[config.mk]
export PLATFORM = sky130hd
export DESIGN_NAME = lpc_comparator_irq
export DESIGN_NICKNAME = d
export VERILOG_FILES = /design/src/design/lpc_edge_detect.v /design/src/design/lpc_comparator_irq.v
export VERILOG_INCLUDE_DIRS = /design/src /design/src/design
export SDC_FILE = /design/constraint.sdc
export NUM_CORES = 1
export LEC_CHECK = 0
export ABC_AREA = 1
export ABC_CLOCK_PERIOD_IN_PS = 2200
export BUFFER_PORTS_ARGS = -buffer_cell sky130_fd_sc_hd__buf_2
export CORE_MARGIN = 2
export CORE_UTILIZATION = 30
export DETAILED_ROUTE_END_ITERATION = 6
export PLACE_DENSITY = 0.52
export SLEW_MARGIN = 20
export SYNTH_ARGS = -nofsm -noshare
export SYNTH_HDL_FRONTEND = slang
export SYNTH_SLANG_ARGS = --single-unit
[constraint.sdc]
create_clock -name aclk -period 2.2 [get_ports aclk]
set_clock_uncertainty 0.1 [all_clocks]
set_input_delay 0 -clock aclk [delete_from_list [all_inputs] [get_ports aclk]]
set_output_delay 0 -clock aclk [all_outputs]
set_load 0.01 [all_outputs]
[src/design/lpc_defines.vh]
// How it works
// Control bit 0 enables block and interrupts
// One interrupt output ORs enabled channel events
// Control bits 4..1 enable channel 3..0 interrupts
// Control bit 5: channel 0 rising or falling
// Control bit 6: channel 1 rising or falling
// Control bit 7: shared edge for channels 2,3
// Status bits 3..0 show live comparator outputs
// Status bits 7..4 sticky per-channel event flags
// Reading status clears all sticky flags
// Software sets edges and enable before irq enables
// Pulses of 500 ns or more detected
// All control and flags reset to zero
// Inputs synchronised; event beats simultaneous read-clear
`ifndef LPC_DEFINES_VH
`define LPC_DEFINES_VH
`define LPC_ADDR_STATUS 4'h0
`define LPC_ADDR_CONTROL 4'h4
`define LPC_ADDR_MASK 4'h8
`define LPC_ADDR_PENDING 4'hC
`define LPC_CTRL_ENABLE 0
`define LPC_CTRL_IRQ_EN_LO 1
`define LPC_CTRL_EDGE_CH0 5
`define LPC_CTRL_EDGE_CH1 6
`define LPC_CTRL_EDGE_CH23 7
`define LPC_STAT_FLAG_LO 4
`define LPC_CTRL_RESET 8'h00
`define LPC_STAT_RESET 4'h0
`define LPC_MASK_RESET 1'h0
`define LPC_PULSE_NS 500
`define LPC_CLK_NS 10
`define LPC_PULSE_CYCLES (`LPC_PULSE_NS / `LPC_CLK_NS)
`define LPC_RESP_OKAY 2'h0
`define LPC_RESP_SLVERR 2'h2
`endif

[src/design/lpc_edge_detect.v]
`timescale 1ns/10ps
`include "lpc_defines.vh"
module lpc_edge_detect (
  input wire aclk,
  input wire aresetn,
  input wire async_in,
  input wire enable,
  input wire rising_sel,
  output reg level,
  output reg event_pulse
);
  reg meta;
  reg sync;
  reg sync_d;

  always @(posedge aclk) begin
    if (!aresetn) begin
      meta <= 1'b0;
      sync <= 1'b0;
      sync_d <= 1'b0;
      level <= 1'b0;
      event_pulse <= 1'b0;
    end else begin
      meta <= async_in;
      sync <= meta;
      sync_d <= sync;
      level <= sync;
      // One-cycle sampling at 10 ns catches any 500 ns pulse
      if (enable) begin
        event_pulse <= rising_sel ? (sync & ~sync_d) : (~sync & sync_d);
      end else begin
        event_pulse <= 1'b0;
      end
    end
  end
endmodule

[src/design/lpc_comparator_irq.v]
`timescale 1ns/10ps
`include "lpc_defines.vh"
module lpc_comparator_irq (
  input wire aclk,
  input wire aresetn,
  input wire [3:0] live_compare_result,
  output reg comparator_power_enable,
  output reg irq,
  input wire [3:0] s_axi_awaddr,
  input wire [2:0] s_axi_awprot,
  input wire s_axi_awvalid,
  output reg s_axi_awready,
  input wire [31:0] s_axi_wdata,
  input wire [3:0] s_axi_wstrb,
  input wire s_axi_wvalid,
  output reg s_axi_wready,
  output reg [1:0] s_axi_bresp,
  output reg s_axi_bvalid,
  input wire s_axi_bready,
  input wire [3:0] s_axi_araddr,
  input wire [2:0] s_axi_arprot,
  input wire s_axi_arvalid,
  output reg s_axi_arready,
  output reg [31:0] s_axi_rdata,
  output reg [1:0] s_axi_rresp,
  output reg s_axi_rvalid,
  input wire s_axi_rready
);
  reg [7:0] comparator_control;
  reg [3:0] sticky_irq_flag;
  reg mask;
  reg [3:0] aw_addr;
  reg aw_held;
  reg [7:0] w_data;
  reg w_lane0;
  reg w_held;
  wire [3:0] live_level;
  wire [3:0] chan_event;
  wire [3:0] channel_irq_enable;
  wire [3:0] channel_edge_select;
  wire block_enable;
  wire status_read;
  wire do_write;
  wire [3:0] wr_addr;
  wire [7:0] wr_data;
  wire wr_lane0;
  wire [3:0] next_sticky;
  wire [3:0] pending;
  reg next_aw_held;
  reg [3:0] next_aw_addr;
  reg next_w_held;
  reg [7:0] next_w_data;
  reg next_w_lane0;
  reg next_awready;
  reg next_wready;
  reg next_bvalid;
  reg [1:0] next_bresp;
  reg next_arready;
  reg next_rvalid;
  reg [31:0] next_rdata;
  reg [1:0] next_rresp;
  reg [7:0] next_control;
  reg next_mask;
  reg next_irq;
  wire aw_take;
  wire w_take;
  wire ar_take;
  wire b_done;
  wire r_done;
  wire [3:0] wr_sel;
  wire [3:0] rd_sel;

  function known_addr;
    input [3:0] a;
    begin
      known_addr = (a == `LPC_ADDR_STATUS) || (a == `LPC_ADDR_CONTROL) ||
        (a == `LPC_ADDR_MASK) || (a == `LPC_ADDR_PENDING);
    end
  endfunction

  assign block_enable = comparator_control[`LPC_CTRL_ENABLE];
  assign channel_irq_enable = comparator_control[4:1];
  assign channel_edge_select = {
    comparator_control[`LPC_CTRL_EDGE_CH23],
    comparator_control[`LPC_CTRL_EDGE_CH23],
    comparator_control[`LPC_CTRL_EDGE_CH1],
    comparator_control[`LPC_CTRL_EDGE_CH0]
  };

  genvar g;
  generate
    for (g = 0; g < 4; g = g + 1) begin : g_chan
      lpc_edge_detect u_edge (
        .aclk(aclk),
        .aresetn(aresetn),
        .async_in(live_compare_result[g]),
        .enable(block_enable),
        .rising_sel(channel_edge_select[g]),
        .level(live_level[g]),
        .event_pulse(chan_event[g])
      );
    end
  endgenerate

  // Write channel: address and data may arrive in either order
  assign wr_addr = aw_held ? aw_addr : s_axi_awaddr;
  assign wr_data = w_held ? w_data : s_axi_wdata[7:0];
  assign wr_lane0 = w_held ? w_lane0 : s_axi_wstrb[0];
  assign do_write = (aw_held | (s_axi_awvalid & s_axi_awready)) &
    (w_held | (s_axi_wvalid & s_axi_wready)) & ~s_axi_bvalid;

  assign status_read = s_axi_arvalid & s_axi_arready &
    (s_axi_araddr == `LPC_ADDR_STATUS);
  // New event wins over the read-clear
  assign next_sticky = (status_read ? 4'h0 : sticky_irq_flag) |
    (chan_event & channel_irq_enable);
  assign pending = sticky_irq_flag & channel_irq_enable;

  // One-hot register select, shared by the write and read sides
  function [3:0] reg_select;
    input [3:0] a;
    begin
      case (a)
        `LPC_ADDR_STATUS: reg_select = 4'h1;
        `LPC_ADDR_CONTROL: reg_select = 4'h2;
        `LPC_ADDR_MASK: reg_select = 4'h4;
        `LPC_ADDR_PENDING: reg_select = 4'h8;
        default: reg_select = 4'h0;
      endcase
    end
  endfunction

  // Read data mux; unmapped offsets read as zero
  function [31:0] read_word;
    input [3:0] sel;
    input [7:0] status;
    input [7:0] control;
    input mask_bit;
    input [3:0] pend;
    begin
      read_word = 32'h00000000;
      if (sel[0]) begin
        read_word = {24'h000000, status};
      end
      if (sel[1]) begin
        read_word = {24'h000000, control};
      end
      if (sel[2]) begin
        read_word = {31'h00000000, mask_bit};
      end
      if (sel[3]) begin
        read_word = {28'h0000000, pend};
      end
    end
  endfunction

  // Handshakes completing at this edge
  assign aw_take = s_axi_awvalid & s_axi_awready;
  assign w_take = s_axi_wvalid & s_axi_wready;
  assign ar_take = s_axi_arvalid & s_axi_arready;
  assign b_done = s_axi_bvalid & s_axi_bready;
  assign r_done = s_axi_rvalid & s_axi_rready;
  assign wr_sel = reg_select(wr_addr);
  assign rd_sel = reg_select(s_axi_araddr);

  // Address and data are held until both have arrived
  always @* begin
    next_aw_held = aw_held;
    next_aw_addr = aw_addr;
    next_w_held = w_held;
    next_w_data = w_data;
    next_w_lane0 = w_lane0;
    next_awready = ~aw_held & ~aw_take & ~s_axi_bvalid;
    next_wready = ~w_held & ~w_take & ~s_axi_bvalid;
    next_bvalid = s_axi_bvalid;
    next_bresp = s_axi_bresp;
    if (aw_take) begin
      next_aw_held = 1'b1;
      next_aw_addr = s_axi_awaddr;
    end
    if (w_take) begin
      next_w_held = 1'b1;
      next_w_data = s_axi_wdata[7:0];
      next_w_lane0 = s_axi_wstrb[0];
    end
    if (do_write) begin
      next_aw_held = 1'b0;
      next_w_held = 1'b0;
      next_awready = 1'b0;
      next_wready = 1'b0;
      next_bvalid = 1'b1;
      if (known_addr(wr_addr)) begin
        next_bresp = `LPC_RESP_OKAY;
      end else begin
        next_bresp = `LPC_RESP_SLVERR;
      end
    end else if (b_done) begin
      next_bvalid = 1'b0;
    end
  end

  always @(posedge aclk) begin
    if (!aresetn) begin
      aw_held <= 1'b0;
      aw_addr <= 4'h0;
      w_held <= 1'b0;
      w_data <= 8'h00;
      w_lane0 <= 1'b0;
      s_axi_awready <= 1'b0;
      s_axi_wready <= 1'b0;
      s_axi_bvalid <= 1'b0;
      s_axi_bresp <= `LPC_RESP_OKAY;
    end else begin
      aw_held <= next_aw_held;
      aw_addr <= next_aw_addr;
      w_held <= next_w_held;
      w_data <= next_w_data;
      w_lane0 <= next_w_lane0;
      s_axi_awready <= next_awready;
      s_axi_wready <= next_wready;
      s_axi_bvalid <= next_bvalid;
      s_axi_bresp <= next_bresp;
    end
  end

  // Only byte lane 0 carries register bits
  always @* begin
    next_control = comparator_control;
    next_mask = mask;
    if (do_write & wr_lane0 & wr_sel[1]) begin
      next_control = wr_data;
    end
    if (do_write & wr_lane0 & wr_sel[2]) begin
      next_mask = wr_data[0];
    end
  end

  always @(posedge aclk) begin
    if (!aresetn) begin
      comparator_control <= `LPC_CTRL_RESET;
      mask <= `LPC_MASK_RESET;
    end else begin
      comparator_control <= next_control;
      mask <= next_mask;
    end
  end

  // Status data are captured before the read-clear lands
  always @* begin
    next_arready = ~s_axi_rvalid & ~ar_take;
    next_rvalid = s_axi_rvalid;
    next_rdata = s_axi_rdata;
    next_rresp = s_axi_rresp;
    if (ar_take) begin
      next_arready = 1'b0;
      next_rvalid = 1'b1;
      next_rdata = read_word(rd_sel, {sticky_irq_flag, live_level},
        comparator_control, mask, pending);
      if (known_addr(s_axi_araddr)) begin
        next_rresp = `LPC_RESP_OKAY;
      end else begin
        next_rresp = `LPC_RESP_SLVERR;
      end
    end else if (r_done) begin
      next_rvalid = 1'b0;
    end
  end

  always @(posedge aclk) begin
    if (!aresetn) begin
      s_axi_arready <= 1'b0;
      s_axi_rvalid <= 1'b0;
      s_axi_rdata <= 32'h00000000;
      s_axi_rresp <= `LPC_RESP_OKAY;
    end else begin
      s_axi_arready <= next_arready;
      s_axi_rvalid <= next_rvalid;
      s_axi_rdata <= next_rdata;
      s_axi_rresp <= next_rresp;
    end
  end

  // No interrupt leaves the block while it is disabled
  always @* begin
    next_irq = 1'b0;
    if (block_enable & mask) begin
      next_irq = |(next_sticky & channel_irq_enable);
    end
  end

  always @(posedge aclk) begin
    if (!aresetn) begin
      sticky_irq_flag <= `LPC_STAT_RESET;
      irq <= 1'b0;
      comparator_power_enable <= 1'b0;
    end else begin
      sticky_irq_flag <= next_sticky;
      comparator_power_enable <= block_enable;
      irq <= next_irq;
    end
  end
endmodule

==> flow_summary.toml <==
[placement]
port_buffers = 44
placed_cell_area_um2 = 2933
dp_hpwl_um = 4134
dp_cells = 507
gp_congestion = 0.8436

[cts]
htree_levels = 3
cts_setup_buffers = 0
cts_buffer_depth = 2
cts.repair.resized = 0
cts_tree = "done"
clkTransAtPathRegs_ns = 0.07
root_buffer = "clkbuf_8"
cts.sinks = 61
hold_buffers = 32
clk_latency_ns = 0.34
cts_inserted_buffers = 9

[setup_path]
cp-startpoint = "s_axi_araddr[0]"
startpoint_type = "input pin"
crit_end = "s_axi_rresp[1]$_SDFFE_PN0P_"
r2r_start = "s_axi_awready$_SDFF_PP0_"
end_kind = "register"
worstReg2RegEnd = "aw_addr[3]$_SDFFE_PN0P_"
rrSetupSlack_ns = 0.19
worstSetupPathType = "input pin to register"
critical_path_arrival_ns = 2.19
cp.required_ns = 2.33
ff2ff_path_depth = 5
worst-path-max-fanout = 8

[drt]
drtPass1Iterations = 4
drt-wirelength-per-cell_um = 10.64
drtIter0Drc = 108
num_vias = 2445
routed_via_density = 4.405
drc = 0
ant_nets = 0
wirelength_um = 5906

[floorplanning]
initial_core_util = 0.3093
die_w_um = 98.83
die_area_um2 = 9766
pin_count = 104
core_um2 = 8721
num_rows = 34
fp.dieH_um = 98.83

[grt]
grt_usage = 0.1293
grt_pass1_wl_um = 10090
grt_max_degree = 33
grt-ovfl-total = 0
grt_pass1_vias = 2206
antenna_found_initial = 0

[yosys]
ys_top_cells_by_count = "nand2_1 (68), dfxtp_1 (61), nor2_1 (48)"
synth_cells = 362
synth.top_cell.area_share = 0.4527
synth_seq_cells = 61
ys_async_sr_fraction = 0
ys_types = 28
synth_area_um2 = 2698
post-synth-top-count-cell = "nand2_1"
synthFlopType = "dfxtp_1"
synthTopCellsByArea = "dfxtp_1 (45%), nand2_1 (9.5%), buf_4 (7.8%)"
yosys_warnings = 0
yosysTopAreaCell = "dfxtp_1"
syn_area_per_cell_um2 = 7.452
ys_seq_area_frac = 0.4527
synth_edf_count = 0

[sta]
hold_violations = 0
holdWs_ns = 0.02064
max_freq_ghz = 0.4848
rsz0062_at_grt = "no"
drv_slew = 0
tns_ns = 0
fin_crit_sh = 0.9376
layout_min_cycle_time_ns = 2.063
setup_viol = 0

[layout]
multi_input_area_um2 = 1165
finalInstanceArea_um2 = 3458
utilization = 0.3966
final_cells = 555
fill_cells = 924
areaGrowthSynthToFinish_pct = 28.20
nets = 503
antenna_cells = 0
drive_gt1_frac = 0.1879
regArea_um2 = 1221

[job]
maxCapViolCount = 0

[min_path]
hold_path_class = "input pin to register"
hold_start = "s_axi_araddr[1]"

[run_status]
status = "finished, final reports clean"

[pwr]
ir_worst_vdd_v = 0.0002891
power.density_nw_per_um2 = 722.3
leakage_nw = 1.614
## per-stage QoR
| stage | power [mW] | setup WS, ns |
|---|---|---|
| final | 2.498 | 0.1372 |
| after global routing | 2.637 | 0.02144 |
| after CTS | 2.533 | 0.1702 |
| after detailed placement | 1.457 | 0.5250 |
| after global placement | 1.452 | 0.5275 |
| after floorplan | 1.408 | 0.7961 |
## registers in the layout (all words and copies together) (netlist names), 4 cells and up
signal and flops:
comparator_control 8, sticky_irq_flag 4, aw_addr 4, g_chan.u_edge.sync 4
g_chan.u_edge.level 4, s_axi_rdata 8, w_data 8, g_chan.u_edge.meta 4
g_chan.u_edge.event_pulse 4
## cells by family after synthesis
| kind of cell | after synthesis | share of synthesized area |
|---|---|---|
| DFF | 61 | 0.4527 |
| muxes | 7 | 0.02598 |
| other | 1 | 0.001390 |
| AOI/OAI and AO/OA | 55 | 0.1090 |
| buffers and inverters | 78 | 0.1503 |
| and+or+nand+nor | 160 | 0.2607 |
## final cells by class
type | count | share of cell area
Clock inverter | 7 | 0.02352
Inverter | 41 | 0.04450
Timing Repair Buffer | 81 | 0.1671
Tap cell | 108 | 0.03907
Multi-Input combinational cell | 248 | 0.3368
Sequential cell | 61 | 0.3531
Clock buffer | 9 | 0.03582
## layout by cell type, fill, tap and decap left out
master / count
nand2_1: 68
dfxtp_1: 61
nor2_1: 48
buf_2: 44
inv_1: 39
dlygate4sd3_1: 32
conb_1: 26
o21ai_0: 23
a21oi_1: 21
nand3_1: 20
nor2_2: 10
clkbuf_8: 9
mux2i_1: 7
nor3_1: 5
buf_4: 5
o22ai_1: 4
clkinv_4: 3
inv_2: 2
nand3_2: 2
nand2_2: 2
o211ai_1: 2
a22oi_1: 2
inv_6: 2
o21ai_1: 1
nor2_8: 1
and2_4: 1
o31ai_1: 1
or2_2: 1
and3_1: 1
nand4_1: 1
a31oi_1: 1
clkinvlp_4: 1
bufinv_16: 1
## how the worst min path moves through the flow
stage | endpoint | slack [ns] | depth (start not counted)
final | s_axi_rdata[4]$_SDFFE_PN0P_ | 0.02 | 6
after global routing | s_axi_rdata[5]$_SDFFE_PN0P_ | 0.05 | 5
after CTS | s_axi_rdata[4]$_SDFFE_PN0P_ | 0.005 | 6
after detailed placement | g_chan[3].u_edge.meta$_SDFF_PN0_ | 0.08 | 3
after global placement | g_chan[3].u_edge.meta$_SDFF_PN0_ | 0.08 | 3
after floorplan | g_chan[0].u_edge.meta$_SDFF_PN0_ | -0.002 | 2
## per-layer routing
layer / GRT usage / part of all wire
met5: 0 / 0
met4: 0.03688 / 0.012
met3: 0.04397 / 0.066
met2: 0.2105 / 0.45
met1: 0.1630 / 0.47
## critical path, stage by stage
cell and delay [ns]:
dlygate4sd3_1 0.53, buf_2 0.12, nor2_2 0.26, dlygate4sd3_1 0.65, a21oi_1 0.07, dlygate4sd3_1 0.56
## where the power goes
group / switching (mW) / internal (mW)
Combinational: 0.175 / 0.129
Sequential: 0.0227 / 1.15
Clock: 0.485 / 0.536
Total: 0.683 / 1.82
Power figures use the tool's default switching activity.
